--- config.mk ---
export PLATFORM = sky130hd
export DESIGN_NAME = divide_loop_extcall_exec
export DESIGN_NICKNAME = d
export VERILOG_FILES = /design/src/logic/exec_pkg.sv /design/src/logic/udiv_seq.sv /design/src/logic/divide_loop_extcall_exec.sv
export VERILOG_INCLUDE_DIRS = /design/src /design/src/logic
export SDC_FILE = /design/constraint.sdc
export NUM_CORES = 1
export LEC_CHECK = 0
export BUFFER_PORTS_ARGS = -buffer_cell sky130_fd_sc_hd__buf_4
export CAP_MARGIN = 5
export CELL_PAD_IN_SITES_DETAIL_PLACEMENT = 0
export CELL_PAD_IN_SITES_GLOBAL_PLACEMENT = 1
export CORE_AREA = 2 2 244 222
export CTS_CLUSTER_DIAMETER = 40
export CTS_CLUSTER_SIZE = 14
export DETAILED_ROUTE_END_ITERATION = 6
export DIE_AREA = 0 0 246 224
export PLACE_DENSITY_LB_ADDON = 0.1
export SLEW_MARGIN = 20
export SYNTH_ARGS = -nofsm -noshare
export SYNTH_HDL_FRONTEND = slang
export SYNTH_SLANG_ARGS = --single-unit
--- constraint.sdc ---
create_clock -name mclk -period 3.4 [get_ports mclk]
set_input_delay 0.17 -clock mclk [delete_from_list [all_inputs] [get_ports mclk]]
set_output_delay 0.17 -clock mclk [all_outputs]
set_load 0.02 [all_outputs]
--- src/logic/exec_regs.svh ---
// Purpose: opcode, field and register-port constants of the executor
// Assumes: byte-addressed register file, 24-bit code addresses
// Notes: register offsets are byte addresses on the local port
`ifndef EXEC_REGS_SVH
`define EXEC_REGS_SVH
`define OPC_PREFIX   8'hA5
`define OPC_DIV_B    8'h8C
`define OPC_DIV_W    8'h8D
`define OPC_DIV_AB   8'h84
`define OPC_DECREMENT_BRANCH_OP_DIR 8'hD5
`define OPC_DECREMENT_BRANCH_OP_RN  5'h1B
`define OPC_CALL_ABS 8'h9A
`define OPC_CALL_IND 8'h99
`define CALL_RET_ADD 24'h000004
`define SP_STEP      16'h0001
`define PUSH_LAST    2'h2
`define REG_CTRL     4'h0
`define REG_STATUS   4'h4
`define REG_TARGET   4'h8
`define CTRL_SRC_BIT 0
`define CTRL_RST     1'b0
`define ST_BUSY_BIT  0
`define ST_DZ_BIT    1
`define ST_TAKEN_BIT 2
`define ST_ILL_BIT   3
`endif

--- src/logic/exec_pkg.sv ---
// Purpose: types shared by the executor and its divider
// Assumes: nothing beyond the constants header
// Notes: structs group each strobe with its data
package exec_pkg;
    typedef enum logic [7:0] {
        S_IDLE  = 8'h01,
        S_RD_A  = 8'h02,
        S_RD_B  = 8'h04,
        S_START = 8'h08,
        S_DIV   = 8'h10,
        S_DJ_RD = 8'h20,
        S_DJ_WR = 8'h40,
        S_PUSH  = 8'h80
    } exec_state_e;
    typedef enum logic [2:0] {
        OP_DIV_B, OP_DIV_W, OP_DIV_AB, OP_DECREMENT_BRANCH_OP_D, OP_DECREMENT_BRANCH_OP_R, OP_CALL_A, OP_CALL_I
    } exec_op_e;
    typedef struct packed {logic [4:0][7:0] b; logic [23:0] pc;} instr_s;
    typedef struct packed {logic en; logic [5:0] addr;} rf_rd_s;
    typedef struct packed {logic en; logic [5:0] addr; logic [3:0] be; logic [31:0] data;} rf_wr_s;
    typedef struct packed {logic en; logic from_latch; logic [7:0] addr;} dm_rd_s;
    typedef struct packed {logic en; logic [7:0] addr; logic [7:0] data;} dm_wr_s;
    typedef struct packed {logic en; logic [15:0] addr; logic [7:0] data;} stk_wr_s;
    typedef struct packed {logic en; logic [7:0] acc; logic [7:0] aux;} ab_wr_s;
    typedef struct packed {logic cy_we, cy, ov_we, ov, n_we, n, z_we, z;} flag_wr_s;
    typedef struct packed {logic en; logic [15:0] val;} sp_upd_s;
    typedef struct packed {logic en; logic [23:0] val;} pc_upd_s;
endpackage

--- src/logic/udiv_seq.sv ---
// Purpose: unsigned restoring divider, one quotient bit per clock
// Assumes: start is a one-cycle pulse while idle
// Notes: a zero divisor gives all-ones quotient; callers treat it as undefined
`timescale 1ns/100ps
module udiv_seq import exec_pkg::*; #(
    parameter int W = 16
) (
    input  wire logic         mclk,
    input  wire logic         rst_n,
    input  wire logic         start,
    input  wire logic [W-1:0] dividend,
    input  wire logic [W-1:0] divisor,
    output logic              done,
    output logic [W-1:0]      quot,
    output logic [W-1:0]      rem
);
    localparam int CW = $clog2(W + 1);
    logic [W-1:0]  rem_q;
    logic [W-1:0]  quot_q;
    logic [W-1:0]  dvs_q;
    logic [CW-1:0] cnt_q;
    logic          busy_q;
    logic          done_q;
    logic [W:0]    trial;

    if (W < 2) begin : g_bad_width
        $error("udiv_seq needs W of at least 2");
    end

    // borrow out of bit W means the shifted remainder is below the divisor
    assign trial = {rem_q, quot_q[W-1]} - {1'b0, dvs_q};

    always_ff @(posedge mclk or negedge rst_n) begin
        if (!rst_n) begin
            rem_q  <= '0;
            quot_q <= '0;
            dvs_q  <= '0;
            cnt_q  <= '0;
            busy_q <= 1'b0;
            done_q <= 1'b0;
        end else begin
            done_q <= busy_q && (cnt_q == CW'(1));
            if (start) begin
                rem_q  <= '0;
                quot_q <= dividend;
                dvs_q  <= divisor;
                cnt_q  <= CW'(W);
                busy_q <= 1'b1;
            end else if (busy_q) begin
                rem_q  <= trial[W] ? {rem_q[W-2:0], quot_q[W-1]} : trial[W-1:0];
                quot_q <= {quot_q[W-2:0], ~trial[W]};
                cnt_q  <= cnt_q - CW'(1);
                if (cnt_q == CW'(1)) begin
                    busy_q <= 1'b0;
                end
            end
        end
    end

    assign done = done_q;
    assign quot = quot_q;
    assign rem  = rem_q;
endmodule // udiv_seq

--- src/logic/divide_loop_extcall_exec.sv ---
// Purpose: executes register divide, accumulator divide, decrement-branch and extended call
// Assumes: core holds the register file, data memory, stack RAM, program counter and flags
// Notes: result strobes are one-cycle pulses beside done, save the first two stack pushes of a call; one instruction at a time
// Behaviour
// - register divide unsigned, clears carry, clears overflow unless divisor zero
// - byte divide yields 16-bit quotient/remainder pair
// - even destination gets remainder, odd gets quotient
// - word divide placement keyed on index modulo four
// - negative and zero flags follow the quotient
// - zero register divisor sets overflow, clears carry
// - accumulator divided by auxiliary, quotient and remainder
// - zero auxiliary divisor sets overflow, clears carry
// - register divide and call need prefix in binary mode
// - byte divide opcode 8C plus register byte
// - word divide opcode 8D plus register byte
// - decrement wraps, branch only on nonzero result
// - branch target is next address plus displacement
// - port decrement reads the output latch
// - decrement-branch opcodes D5 and D8-DF, no prefix
// - call pushes return address four on, SP plus three
// - pre-increment SP, push high byte first
// - absolute call loads 24-bit address, high first
// - call target anywhere, flags untouched
//
// Local design decisions: strobed register access and the placing of the registers.
`timescale 1ns/100ps
`include "exec_regs.svh"
module divide_loop_extcall_exec import exec_pkg::*; #(
    parameter int DIV_W = 16
) (
    input  wire logic        mclk,
    input  wire logic        rst_n,
    input  wire logic [3:0]  reg_addr,
    input  wire logic [31:0] reg_wdata,
    input  wire logic        reg_wr,
    input  wire logic        reg_rd,
    output logic      [31:0] reg_rdata,
    input  wire logic        ins_valid,
    input  wire instr_s      ins,
    output logic             ins_ready,
    input  wire logic [7:0]  acc_in,
    input  wire logic [7:0]  aux_in,
    input  wire logic [15:0] sp_in,
    input  wire logic [31:0] rf_rdata,
    input  wire logic [7:0]  dm_rdata,
    output rf_rd_s           rf_rd,
    output rf_wr_s           rf_wr,
    output dm_rd_s           dm_rd,
    output dm_wr_s           dm_wr,
    output stk_wr_s          stk_wr,
    output ab_wr_s           ab_wr,
    output flag_wr_s         flag_wr,
    output sp_upd_s          sp_upd,
    output pc_upd_s          pc_upd,
    output logic             done,
    output logic             illegal
);
    if (DIV_W != 16) begin : g_bad_width
        $error("divide_loop_extcall_exec serves only a 16-bit divider");
    end

    exec_state_e state_q;
    exec_op_e    op_q;
    exec_op_e    dec_op;
    logic        src_mode_q;
    logic [7:0]  fld_q;
    logic [7:0]  rel_q;
    logic [23:0] next_pc_q;
    logic [23:0] ret_q;
    logic [23:0] tgt_q;
    logic [15:0] ptr_q;
    logic [15:0] ptr_n;
    logic [1:0]  cnt_q;
    logic [15:0] dvs_q;
    logic        dz_q;
    logic        taken_q;
    logic        ill_q;
    logic        pfx;
    logic        ext_ok;
    logic        dec_ok;
    logic [7:0]  opc;
    logic [7:0]  fld;
    logic [2:0]  len;
    logic        accept;
    logic        div_start;
    logic        div_done;
    logic [15:0] div_a;
    logic [15:0] div_b;
    logic [15:0] quot;
    logic [15:0] rem;
    logic [7:0]  dj_old;
    logic [7:0]  dj_new;
    logic [23:0] dj_tgt;
    logic        div_fin;
    logic        is_div;
    logic        is_call;

    always_comb begin
        pfx    = (ins.b[0] == `OPC_PREFIX) && !src_mode_q;
        opc    = pfx ? ins.b[1] : ins.b[0];
        fld    = pfx ? ins.b[2] : ins.b[1];
        ext_ok = src_mode_q || pfx;
        dec_ok = 1'b1;
        dec_op = OP_DIV_AB;
        len    = 3'h1;
        if (ext_ok && opc == `OPC_DIV_B) begin
            dec_op = OP_DIV_B;
            len    = 3'h2;
        end else if (ext_ok && opc == `OPC_DIV_W) begin
            dec_op = OP_DIV_W;
            len    = 3'h2;
        end else if (ext_ok && opc == `OPC_CALL_ABS) begin
            dec_op = OP_CALL_A;
            len    = 3'h4;
        end else if (ext_ok && opc == `OPC_CALL_IND) begin
            dec_op = OP_CALL_I;
            len    = 3'h2;
        end else if (!pfx && opc == `OPC_DECREMENT_BRANCH_OP_DIR) begin
            dec_op = OP_DECREMENT_BRANCH_OP_D;
            len    = 3'h3;
        end else if (!pfx && opc[7:3] == `OPC_DECREMENT_BRANCH_OP_RN) begin
            dec_op = OP_DECREMENT_BRANCH_OP_R;
            len    = 3'h2;
        end else if (!pfx && opc == `OPC_DIV_AB) begin
            dec_op = OP_DIV_AB;
        end else begin
            dec_ok = 1'b0;
        end
    end

    assign ins_ready = (state_q == S_IDLE);
    assign accept    = ins_ready && ins_valid;
    assign is_div    = (op_q == OP_DIV_B) || (op_q == OP_DIV_W) || (op_q == OP_DIV_AB);
    assign is_call   = (op_q == OP_CALL_A) || (op_q == OP_CALL_I);
    assign div_fin   = (state_q == S_DIV) && div_done;
    assign div_start = (state_q == S_START);
    assign ptr_n     = ptr_q + `SP_STEP;

    // read strobes decode straight from state so data lands in the next state
    always_comb begin
        rf_rd = '0;
        dm_rd = '0;
        if (state_q == S_RD_A) begin
            rf_rd.en = 1'b1;
            case (op_q)
                OP_DIV_B: rf_rd.addr = {2'h0, fld_q[3:0]};
                OP_DIV_W: rf_rd.addr = {1'b0, fld_q[3:0], 1'b0};
                default:  rf_rd.addr = {fld_q[7:4], 2'h0};
            endcase
        end else if (state_q == S_RD_B) begin
            rf_rd.en   = !is_call;
            rf_rd.addr = (op_q == OP_DIV_B) ? {2'h0, fld_q[7:4]} : {1'b0, fld_q[7:4], 1'b0};
        end else if (state_q == S_DJ_RD) begin
            rf_rd.en         = (op_q == OP_DECREMENT_BRANCH_OP_R);
            rf_rd.addr       = {3'h0, fld_q[2:0]};
            dm_rd.en         = (op_q == OP_DECREMENT_BRANCH_OP_D);
            dm_rd.from_latch = 1'b1;
            dm_rd.addr       = fld_q;
        end
    end

    // byte operands are zero-extended; the divider is unsigned throughout
    always_comb begin
        case (op_q)
            OP_DIV_AB: div_a = {8'h00, acc_in};
            OP_DIV_B:  div_a = {8'h00, rf_rdata[31:24]};
            default:   div_a = rf_rdata[31:16];
        endcase
        div_b = (op_q == OP_DIV_AB) ? {8'h00, aux_in} : dvs_q;
    end

    udiv_seq #(
        .W (DIV_W)
    ) u_div (
        .mclk     (mclk),
        .rst_n    (rst_n),
        .start    (div_start),
        .dividend (div_a),
        .divisor  (div_b),
        .done     (div_done),
        .quot     (quot),
        .rem      (rem)
    );

    assign dj_old = (op_q == OP_DECREMENT_BRANCH_OP_R) ? rf_rdata[31:24] : dm_rdata;
    assign dj_new = dj_old - 8'h01;
    assign dj_tgt = next_pc_q + {{16{rel_q[7]}}, rel_q};

    always_ff @(posedge mclk or negedge rst_n) begin
        if (!rst_n) begin
            src_mode_q <= `CTRL_RST;
            reg_rdata  <= 32'h0000_0000;
        end else begin
            if (reg_wr && reg_addr == `REG_CTRL) begin
                src_mode_q <= reg_wdata[`CTRL_SRC_BIT];
            end
            reg_rdata <= 32'h0000_0000;
            if (reg_rd) begin
                case (reg_addr)
                    `REG_CTRL:   reg_rdata[`CTRL_SRC_BIT] <= src_mode_q;
                    `REG_STATUS: reg_rdata[3:0] <= {ill_q, taken_q, dz_q, !ins_ready};
                    `REG_TARGET: reg_rdata[23:0] <= pc_upd.val;
                    default:     reg_rdata <= 32'h0000_0000;
                endcase
            end
        end
    end

    always_ff @(posedge mclk or negedge rst_n) begin
        if (!rst_n) begin
            state_q   <= S_IDLE;
            op_q      <= OP_DIV_AB;
            fld_q     <= 8'h00;
            rel_q     <= 8'h00;
            next_pc_q <= 24'h00_0000;
            ret_q     <= 24'h00_0000;
            tgt_q     <= 24'h00_0000;
            ptr_q     <= 16'h0000;
            cnt_q     <= 2'h0;
            dvs_q     <= 16'h0000;
            dz_q      <= 1'b0;
        end else begin
            case (state_q)
                S_IDLE: if (accept && dec_ok) begin
                    op_q      <= dec_op;
                    fld_q     <= (dec_op == OP_DECREMENT_BRANCH_OP_R) ? opc : fld;
                    rel_q     <= (dec_op == OP_DECREMENT_BRANCH_OP_R) ? fld : ins.b[2];
                    next_pc_q <= ins.pc + {21'h0, len} + {23'h0, pfx};
                    ret_q     <= ins.pc + {23'h0, pfx} + `CALL_RET_ADD;
                    tgt_q     <= pfx ? {ins.b[2], ins.b[3], ins.b[4]} : {ins.b[1], ins.b[2], ins.b[3]};
                    ptr_q     <= sp_in;
                    cnt_q     <= 2'h0;
                    case (dec_op)
                        OP_DIV_AB:             state_q <= S_START;
                        OP_DECREMENT_BRANCH_OP_D, OP_DECREMENT_BRANCH_OP_R:  state_q <= S_DJ_RD;
                        OP_CALL_A:             state_q <= S_PUSH;
                        default:               state_q <= S_RD_A;
                    endcase
                end
                // register data lands a cycle after its read strobe
                S_RD_A: state_q <= S_RD_B;
                S_RD_B: begin
                    if (op_q == OP_CALL_I) begin
                        tgt_q   <= rf_rdata[23:0];
                        state_q <= S_PUSH;
                    end else begin
                        dvs_q   <= (op_q == OP_DIV_B) ? {8'h00, rf_rdata[31:24]} : rf_rdata[31:16];
                        state_q <= S_START;
                    end
                end
                S_START: begin
                    dz_q    <= (div_b == 16'h0000);
                    state_q <= S_DIV;
                end
                S_DIV:   if (div_done) state_q <= S_IDLE;
                S_DJ_RD: state_q <= S_DJ_WR;
                S_DJ_WR: state_q <= S_IDLE;
                S_PUSH: begin
                    ptr_q <= ptr_n;
                    cnt_q <= cnt_q + 2'h1;
                    if (cnt_q == `PUSH_LAST) state_q <= S_IDLE;
                end
                default: state_q <= S_IDLE;
            endcase
        end
    end

    always_ff @(posedge mclk or negedge rst_n) begin
        if (!rst_n) begin
            rf_wr   <= '0;
            dm_wr   <= '0;
            stk_wr  <= '0;
            ab_wr   <= '0;
            flag_wr <= '0;
            sp_upd  <= '0;
            pc_upd  <= '0;
            done    <= 1'b0;
            illegal <= 1'b0;
            taken_q <= 1'b0;
            ill_q   <= 1'b0;
        end else begin
            rf_wr.en   <= 1'b0;
            dm_wr.en   <= 1'b0;
            stk_wr.en  <= 1'b0;
            ab_wr.en   <= 1'b0;
            flag_wr    <= '0;
            sp_upd.en  <= 1'b0;
            pc_upd.en  <= 1'b0;
            done       <= 1'b0;
            illegal    <= accept && !dec_ok;
            if (accept) ill_q <= !dec_ok;
            if (div_fin) begin
                done          <= 1'b1;
                pc_upd        <= {1'b1, next_pc_q};
                flag_wr.cy_we <= 1'b1;
                flag_wr.ov_we <= 1'b1;
                flag_wr.ov    <= dz_q;
                flag_wr.n_we  <= 1'b1;
                flag_wr.z_we  <= 1'b1;
                if (op_q == OP_DIV_W) begin
                    flag_wr.n <= quot[15];
                    flag_wr.z <= (quot == 16'h0000);
                    // remainder word always at the four-aligned base, quotient in the word above it
                    rf_wr <= {1'b1, 1'b0, fld_q[7:5], 2'h0, 4'hF, rem, quot};
                end else begin
                    flag_wr.n <= quot[7];
                    flag_wr.z <= (quot[7:0] == 8'h00);
                    if (op_q == OP_DIV_AB) begin
                        ab_wr <= {1'b1, quot[7:0], rem[7:0]};
                    end else begin
                        rf_wr <= {1'b1, 2'h0, fld_q[7:5], 1'b0, 4'hC, rem[7:0], quot[7:0], 16'h0000};
                    end
                end
            end
            if (state_q == S_DJ_WR) begin
                done         <= 1'b1;
                taken_q      <= (dj_new != 8'h00);
                pc_upd       <= {1'b1, (dj_new != 8'h00) ? dj_tgt : next_pc_q};
                flag_wr.n_we <= 1'b1;
                flag_wr.n    <= dj_new[7];
                flag_wr.z_we <= 1'b1;
                flag_wr.z    <= (dj_new == 8'h00);
                if (op_q == OP_DECREMENT_BRANCH_OP_R) begin
                    rf_wr <= {1'b1, 3'h0, fld_q[2:0], 4'h8, dj_new, 24'h00_0000};
                end else begin
                    dm_wr <= {1'b1, fld_q, dj_new};
                end
            end
            if (state_q == S_PUSH) begin
                stk_wr.en   <= 1'b1;
                stk_wr.addr <= ptr_n;
                case (cnt_q)
                    2'h0:    stk_wr.data <= ret_q[23:16];
                    2'h1:    stk_wr.data <= ret_q[15:8];
                    default: stk_wr.data <= ret_q[7:0];
                endcase
                if (cnt_q == `PUSH_LAST) begin
                    done   <= 1'b1;
                    sp_upd <= {1'b1, ptr_n};
                    pc_upd <= {1'b1, tgt_q};
                end
            end
        end
    end
endmodule // divide_loop_extcall_exec

[Yosys cells after proc, flatten, opt, wreduce, memory -nomap -nowiden]
Index checks and enable logic that the tools add are counted.
Storage, ports and cells
  flip-flop bits (word level): 377
  input bits: 177
  output and inout bits: 204
  word-level logic and storage cells: 227
Operators by class
  add/subtract/negate cells: 10
  equal/unequal tests: 35
  muxes and demuxes: 90
  bitwise operators: 4
  reduce and logical (&&, ||, !) cells: 41
Operators with widths (number)
  43-bit 2-to-1 mux: 5
  16-bit 2-to-1 mux: 8
  25-bit 2-to-1 mux: 5
  24-bit 2-to-1 mux: 5
  17-bit 2-to-1 mux: 7
  8-bit 2-to-1 mux: 9
  8-bit == test, second input constant: 8
  16-bit case mux with 2 select lines: 2
  8-bit case mux with 7 select lines: 1
  24-bit by 1-bit adder with 24-bit output: 2
  24-bit case mux with 2 select lines: 1
  16-bit logical NOT: 2
  10-bit 2-to-1 mux: 3
  3-bit 2-to-1 mux: 9
  24-bit adder: 1
  24-bit by 3-bit adder with 24-bit output: 1
  24-bit by 3-bit adder with 24-bit output, second input constant: 1
  8-bit case mux with 3 select lines: 1
  7-bit 2-to-1 mux: 3
  20-bit 2-to-1 mux: 1
  17-bit by 16-bit subtractor with 17-bit output: 1
  16-bit by 1-bit adder with 16-bit output, second input constant: 1
  8-bit logical NOT: 2
  1-bit 2-to-1 mux: 16
  other kinds (42): 85

[Longest topological paths before layout]
  depth after elaboration: 16
  depth in mapped cells: 17
  mapped depth without buffers: 15

[Modules after synthesis]
A second synthesis with hierarchy kept.
Unflattened totals
  cells, all modules: 2220
  area, all modules: 20342.0 um^2
By module, submodules not included
  divide_loop_extcall_exec: times used 1, cells each 1861, area an instance 16970.0 um^2, seq. area each 7785.0 um^2
  udiv_seq: times used 1, cells each 359, area an instance 3372.0 um^2, seq. area each 1376.3 um^2

[Worst setup path after synthesis]
OpenSTA, ideal clock, no wires.
  kind: register -> register
  start point: reg src_mode_q
  end point: reg next_pc_q[22]
  library setup time: 0.132 ns
  data arrival time: 3.275 ns
  data required time: 3.268 ns
  path slack: -0.008 ns
  stages on the path, launching flop included: 17
  cell sequence: dfrtp_1 > nor2b_1 > nand3_2 > inv_2 > buf_4 > a21oi_2 > nor4_1 > a21oi_1 > and2_1 > fa_1 > fa_1 > a21o_1 > nand2_1 > nor2_1 > nand4_1 > xor2_1 > o21ai_1
On the way
  longest elaborated chain between the ends: 14
  elaborated cells on any way between the ends: 36
  classes of those cells: add/sub (2); eq/ne (7); mux (14); reduce/logical (13)
RTL lines
  start, declared: line divide_loop_extcall_exec.sv:65  | logic src_mode_q;
  start signal, assigned: line divide_loop_extcall_exec.sv:191  | src_mode_q <= `CTRL_RST;
  start signal, assigned: line divide_loop_extcall_exec.sv:195  | src_mode_q <= reg_wdata[`CTRL_SRC_BIT];
  branches (longest 14 deep; another with 24-bit by 3-bit adder with 24-bit output)
  end signal, assigned: line divide_loop_extcall_exec.sv:228  | next_pc_q <= ins.pc + {21'h0, len} + {23'h0, pfx};
  end, declared: line divide_loop_extcall_exec.sv:68  | logic [23:0] next_pc_q;
Parallel ways; which one is timed is not known.
A chain may end at the register's enable or synchronous reset.

==> metrics.log <==
INFO  metric timing.clock.skew = 22.4 ps
INFO  metric flops_latches_synth = 366
INFO  metric drt_antenna_net_count = 0
INFO  metric via_count_of_the_first_global_routing_pass = 18,100
INFO  metric post_route_cells_drive_above_1_share = 0.231
INFO  metric critical_path.cell_chain = nor4_1 > nand2_1 > nor3b_1 > a21oi_1 > o31ai_1 > buf_4
INFO  metric drt_first_iter_violations = 1,291
INFO  metric synthesis.area_per_instance = 9.23 um^2
INFO  metric path_max_fanout = 8
INFO  metric synth_async_reset_ratio = 1.00
INFO  metric pwr-share-comb = 0.339
INFO  metric groute.usage.overall = 0.263
INFO  metric detailroute.via_count = 18,200
INFO  metric placed_area = 0.0235 mm^2
INFO  metric synth_flop_cell = dfrtp_1
INFO  metric synth.yosys.warnings = 0
INFO  metric powerDensity = 769 mW/mm^2
INFO  metric core = 0.0526 mm^2
INFO  metric worst-endpoint-required = 3230 ps
INFO  metric num-nets-final = 2,872
INFO  metric clock_power_share = 0.340
INFO  metric critPathSlowestCell = nor3b_1
INFO  metric pin_count = 381
INFO  metric area_growth_syn_to_layout = 36.7%
INFO  metric synthesis.instances = 2,151
INFO  metric cp_slowest_stage_delay = 670 ps
INFO  metric cp.arrival = 3140 ps
INFO  metric final_design_area_no_fill = 0.0271 mm^2
INFO  metric finalSetupViolCount = 0
INFO  metric numPortBuffers = 340
INFO  metric synth-edff-count = 0
INFO  metric cp-start-kind = register
INFO  metric diodes_inserted = 0
INFO  metric critical_path_buf_inv_count = 1
INFO  metric tritoncts.num_buffers = 68
INFO  metric final.min_clock_period = 3310 ps
INFO  metric run_status = finished, final reports clean
INFO  metric switching_share = 0.360
INFO  metric synth.distinct_cells = 83
INFO  metric finalCoreUtilization = 0.516
INFO  metric relSlewSlack = 0.443
INFO  metric drv_cap = 0
INFO  metric drcViolationCount = 0
INFO  metric dieHeight = 224 um
INFO  metric netlist_area = 0.0198 mm^2
INFO  metric overflow = 0
INFO  metric critical_path_class = register to primary output
INFO  metric cts_root_buf = clkbuf_16
INFO  metric starting_density_of_the_core = 0.378
INFO  metric count_of_filler_cells_inserted_in_the_layout = 4,912
INFO  metric vdd_ir_drop_max = 0.442 mV
INFO  metric worst-slew-pin-transition = 836 ps
INFO  metric chipWidth = 246 um
INFO  metric clock_tree_buffer_depth = 3
INFO  metric timing.fmax = 0.302 GHz
INFO  metric worst_min_delay_path_class = input port to register
INFO  metric grt_antenna_before_repair = 0
INFO  metric avgViaCountPerCell = 5.38
INFO  metric tritoncts_clock_tree = yes
INFO  metric crit_family = simple AND/OR/NAND/NOR gates
INFO  metric intPower = 13.3 mW
INFO  metric netSwitchingPower = 7.51 mW
INFO  metric setup_total_negative_slack = 0 ps
INFO  metric placed_cells = 3,144
INFO  metric estimated_wirelength_of_the_detail_placed_design = 53.7 mm
INFO  metric leakagePower = 12.7 nW
INFO  metric gp_congestion = 0.909
INFO  metric layout_worst_path_cycle_share = 0.974
INFO  metric die_area = 0.0551 mm^2
INFO  metric cts.sinks = 366
INFO  metric drv_slew = 0
INFO  metric cts-htree-levels = 3
INFO  metric wl = 73.4 mm
INFO  metric drt_pass1_iterations = 5
INFO  metric critical_path.endpoint_type = primary output
INFO  metric routed_wire_per_std_cell = 21.6 um
INFO  metric placementRows = 80
INFO  metric grt_pass1_wl = 110 mm
INFO  metric grt_max_degree = 95
INFO  metric clk-insertion-delay-late = 590 ps
INFO  metric path_clk_slew = 50 ps
INFO  metric final_cells = 3,389
INFO  metric synth-seq-area-share = 0.462
INFO  metric final_hold_vios = 0
INFO  metric power.sequential.fraction = 0.321
==> flip-flops by register name (all words and copies together) (netlist names), 16 cells and up <==
| name | flops |
|---|---|
| dm_wr | 17 |
| u_div.dvs_q | 16 |
| dvs_q | 16 |
| next_pc_q | 24 |
| ret_q | 24 |
| u_div.rem | 16 |
| reg_rdata | 24 |
| pc_upd | 24 |
| u_div.quot | 16 |
| sp_upd | 17 |
| stk_wr | 25 |
| ptr_q | 16 |
| rf_wr | 43 |
| tgt_q | 24 |
| ab_wr | 17 |
==> final cells by class <==
class / instances / area [um^2] / area share
well taps: 697 / 872 / 0.0321
clock buffers: 92 / 1890 / 0.0698
flip-flops and latches: 366 / 9160 / 0.338
inverters: 50 / 190 / 0.00701
clock inverters: 30 / 479 / 0.0177
multi-input cells: 1598 / 9930 / 0.366
repair buffers: 556 / 4610 / 0.170
==> cell usage in the layout (no fill, tap or decap), types with 50 or more instances in the layout <==
master,netlist,layout
buf_4,18,424
dfrtp_1,364,362
nand2_1,320,318
nor2_1,209,208
dlygate4sd3_1,0,121
o21ai_0,120,119
a21oi_1,112,111
mux2i_1,82,82
clkbuf_16,0,71
xnor2_1,63,63
o21ai_1,56,57
o22ai_1,54,54
ha_1,51,50
==> routing by layer <==
layer	vias to the layer above	GRT usage	wire, um
met5	-	0	0
met2	583	0.415	34100
met1	8896	0.356	32300
met3	155	0.0425	3920
li1	8591	-	-
met4	0	0.115	3060
==> cells in the mapped netlist, types with 6 or more instances <==
cell	number	share of area
a31oi_1	31	0.0098
a211oi_1	23	0.0087
nor2_1	209	0.040
buf_4	18	0.0068
buf_6	8	0.0045
o21ai_0	120	0.030
nor3b_1	10	0.0038
nand2_1	320	0.061
xor2_1	41	0.018
o21a_1	15	0.0057
o21ai_1	56	0.014
a221oi_1	14	0.0062
dfrtp_1	364	0.46
and3_1	12	0.0038
clkbuf_1	90	0.017
o31ai_1	10	0.0038
a21oi_1	112	0.028
mux2i_1	82	0.041
nand4_1	18	0.0057
buf_2	15	0.0038
buf_1	14	0.0026
a21o_1	25	0.0095
a22oi_1	13	0.0049
nand3_1	47	0.012
or3_1	8	0.0025
and2_1	34	0.011
nor2b_1	14	0.0044
o221a_2	9	0.0051
inv_1	46	0.0087
ha_1	51	0.032
o221ai_1	6	0.0026
mux2_2	27	0.015
nor3_1	26	0.0066
xnor2_1	63	0.028
nor4_1	21	0.0066
a22o_1	24	0.011
nand2b_1	8	0.0025
o22ai_1	54	0.017
o211ai_1	6	0.0023
==> stage by stage <==
step           hold WS (ps)  setup slack [ps]  total power, mW
2_1_floorplan          -126              60.3             10.9
3_3_place_gp            256             -50.5             13.3
3_5_place_dp            263             -86.9             13.4
4_1_cts              0.0334              22.5             20.8
5_1_grt                44.6             -2.58             22.0
6_report               34.1              89.0             20.9
==> worst register-to-register path, cell delays in order (launching register included) <==
cell and delay [ps]:
dfrtp_1 370, inv_1 60, ha_2 190, inv_1 60, fa_1 400, a21o_1 170
a21o_1 190, a2111oi_2 350, buf_4 180, nor4_1 70, buf_4 150, o211ai_1 170
o211ai_1 110, buf_4 170, clkbuf_16 170, mux2i_1 140, a211oi_2 230
==> final timing paths <==
path                           startpoint             to  slack, ps  depth (start not counted)
min reg2reg                      ret_q[0]       ret_q[0]        460                          2
min in group asynchronous           rst_n      ab_wr[16]        180                          2
max in group asynchronous           rst_n   reg_rdata[5]       2270                          3
min                               ins[51]      tgt_q[11]         30                          5
max reg2reg                u_div.quot[15]  u_div.rem[13]        150                         16
max                            state_q[1]       rf_rd[6]         90                          6
==> power groups by stage <==
| stage | registers, mW | logic [mW] | clock network, mW |
|---|---|---|---|
| after floorplan | 6.22 | 4.71 | 0 |
| after global placement | 6.69 | 6.62 | 0 |
| after detailed placement | 6.72 | 6.72 | 0 |
| after CTS | 6.66 | 6.89 | 7.23 |
| after global routing | 6.80 | 7.80 | 7.45 |
| final | 6.69 | 7.07 | 7.10 |
==> kinds of logic after synthesis <==
kind of cell | count (synthesis) | synth area share
xor gates and xnor gates | 104 | 0.0459
and+or+nand+nor | 768 | 0.180
AOI/OAI and AO/OA | 553 | 0.175
other | 1 | 0.000189
adders and majority gates | 55 | 0.0362
muxes | 109 | 0.0567
DFF | 366 | 0.462
buffers and inverters | 195 | 0.0443
==> what timing repair did <==
item,in CTS,in global routing
hold endpoints to repair,235,0
hold buffers,121,0
pin swaps,0,6
buffers inserted,0,1
setup endpoints to repair,6,36
gates resized for setup,1,20
gates cloned,0,1
No activity file was read; power rests on OpenSTA's default activity.
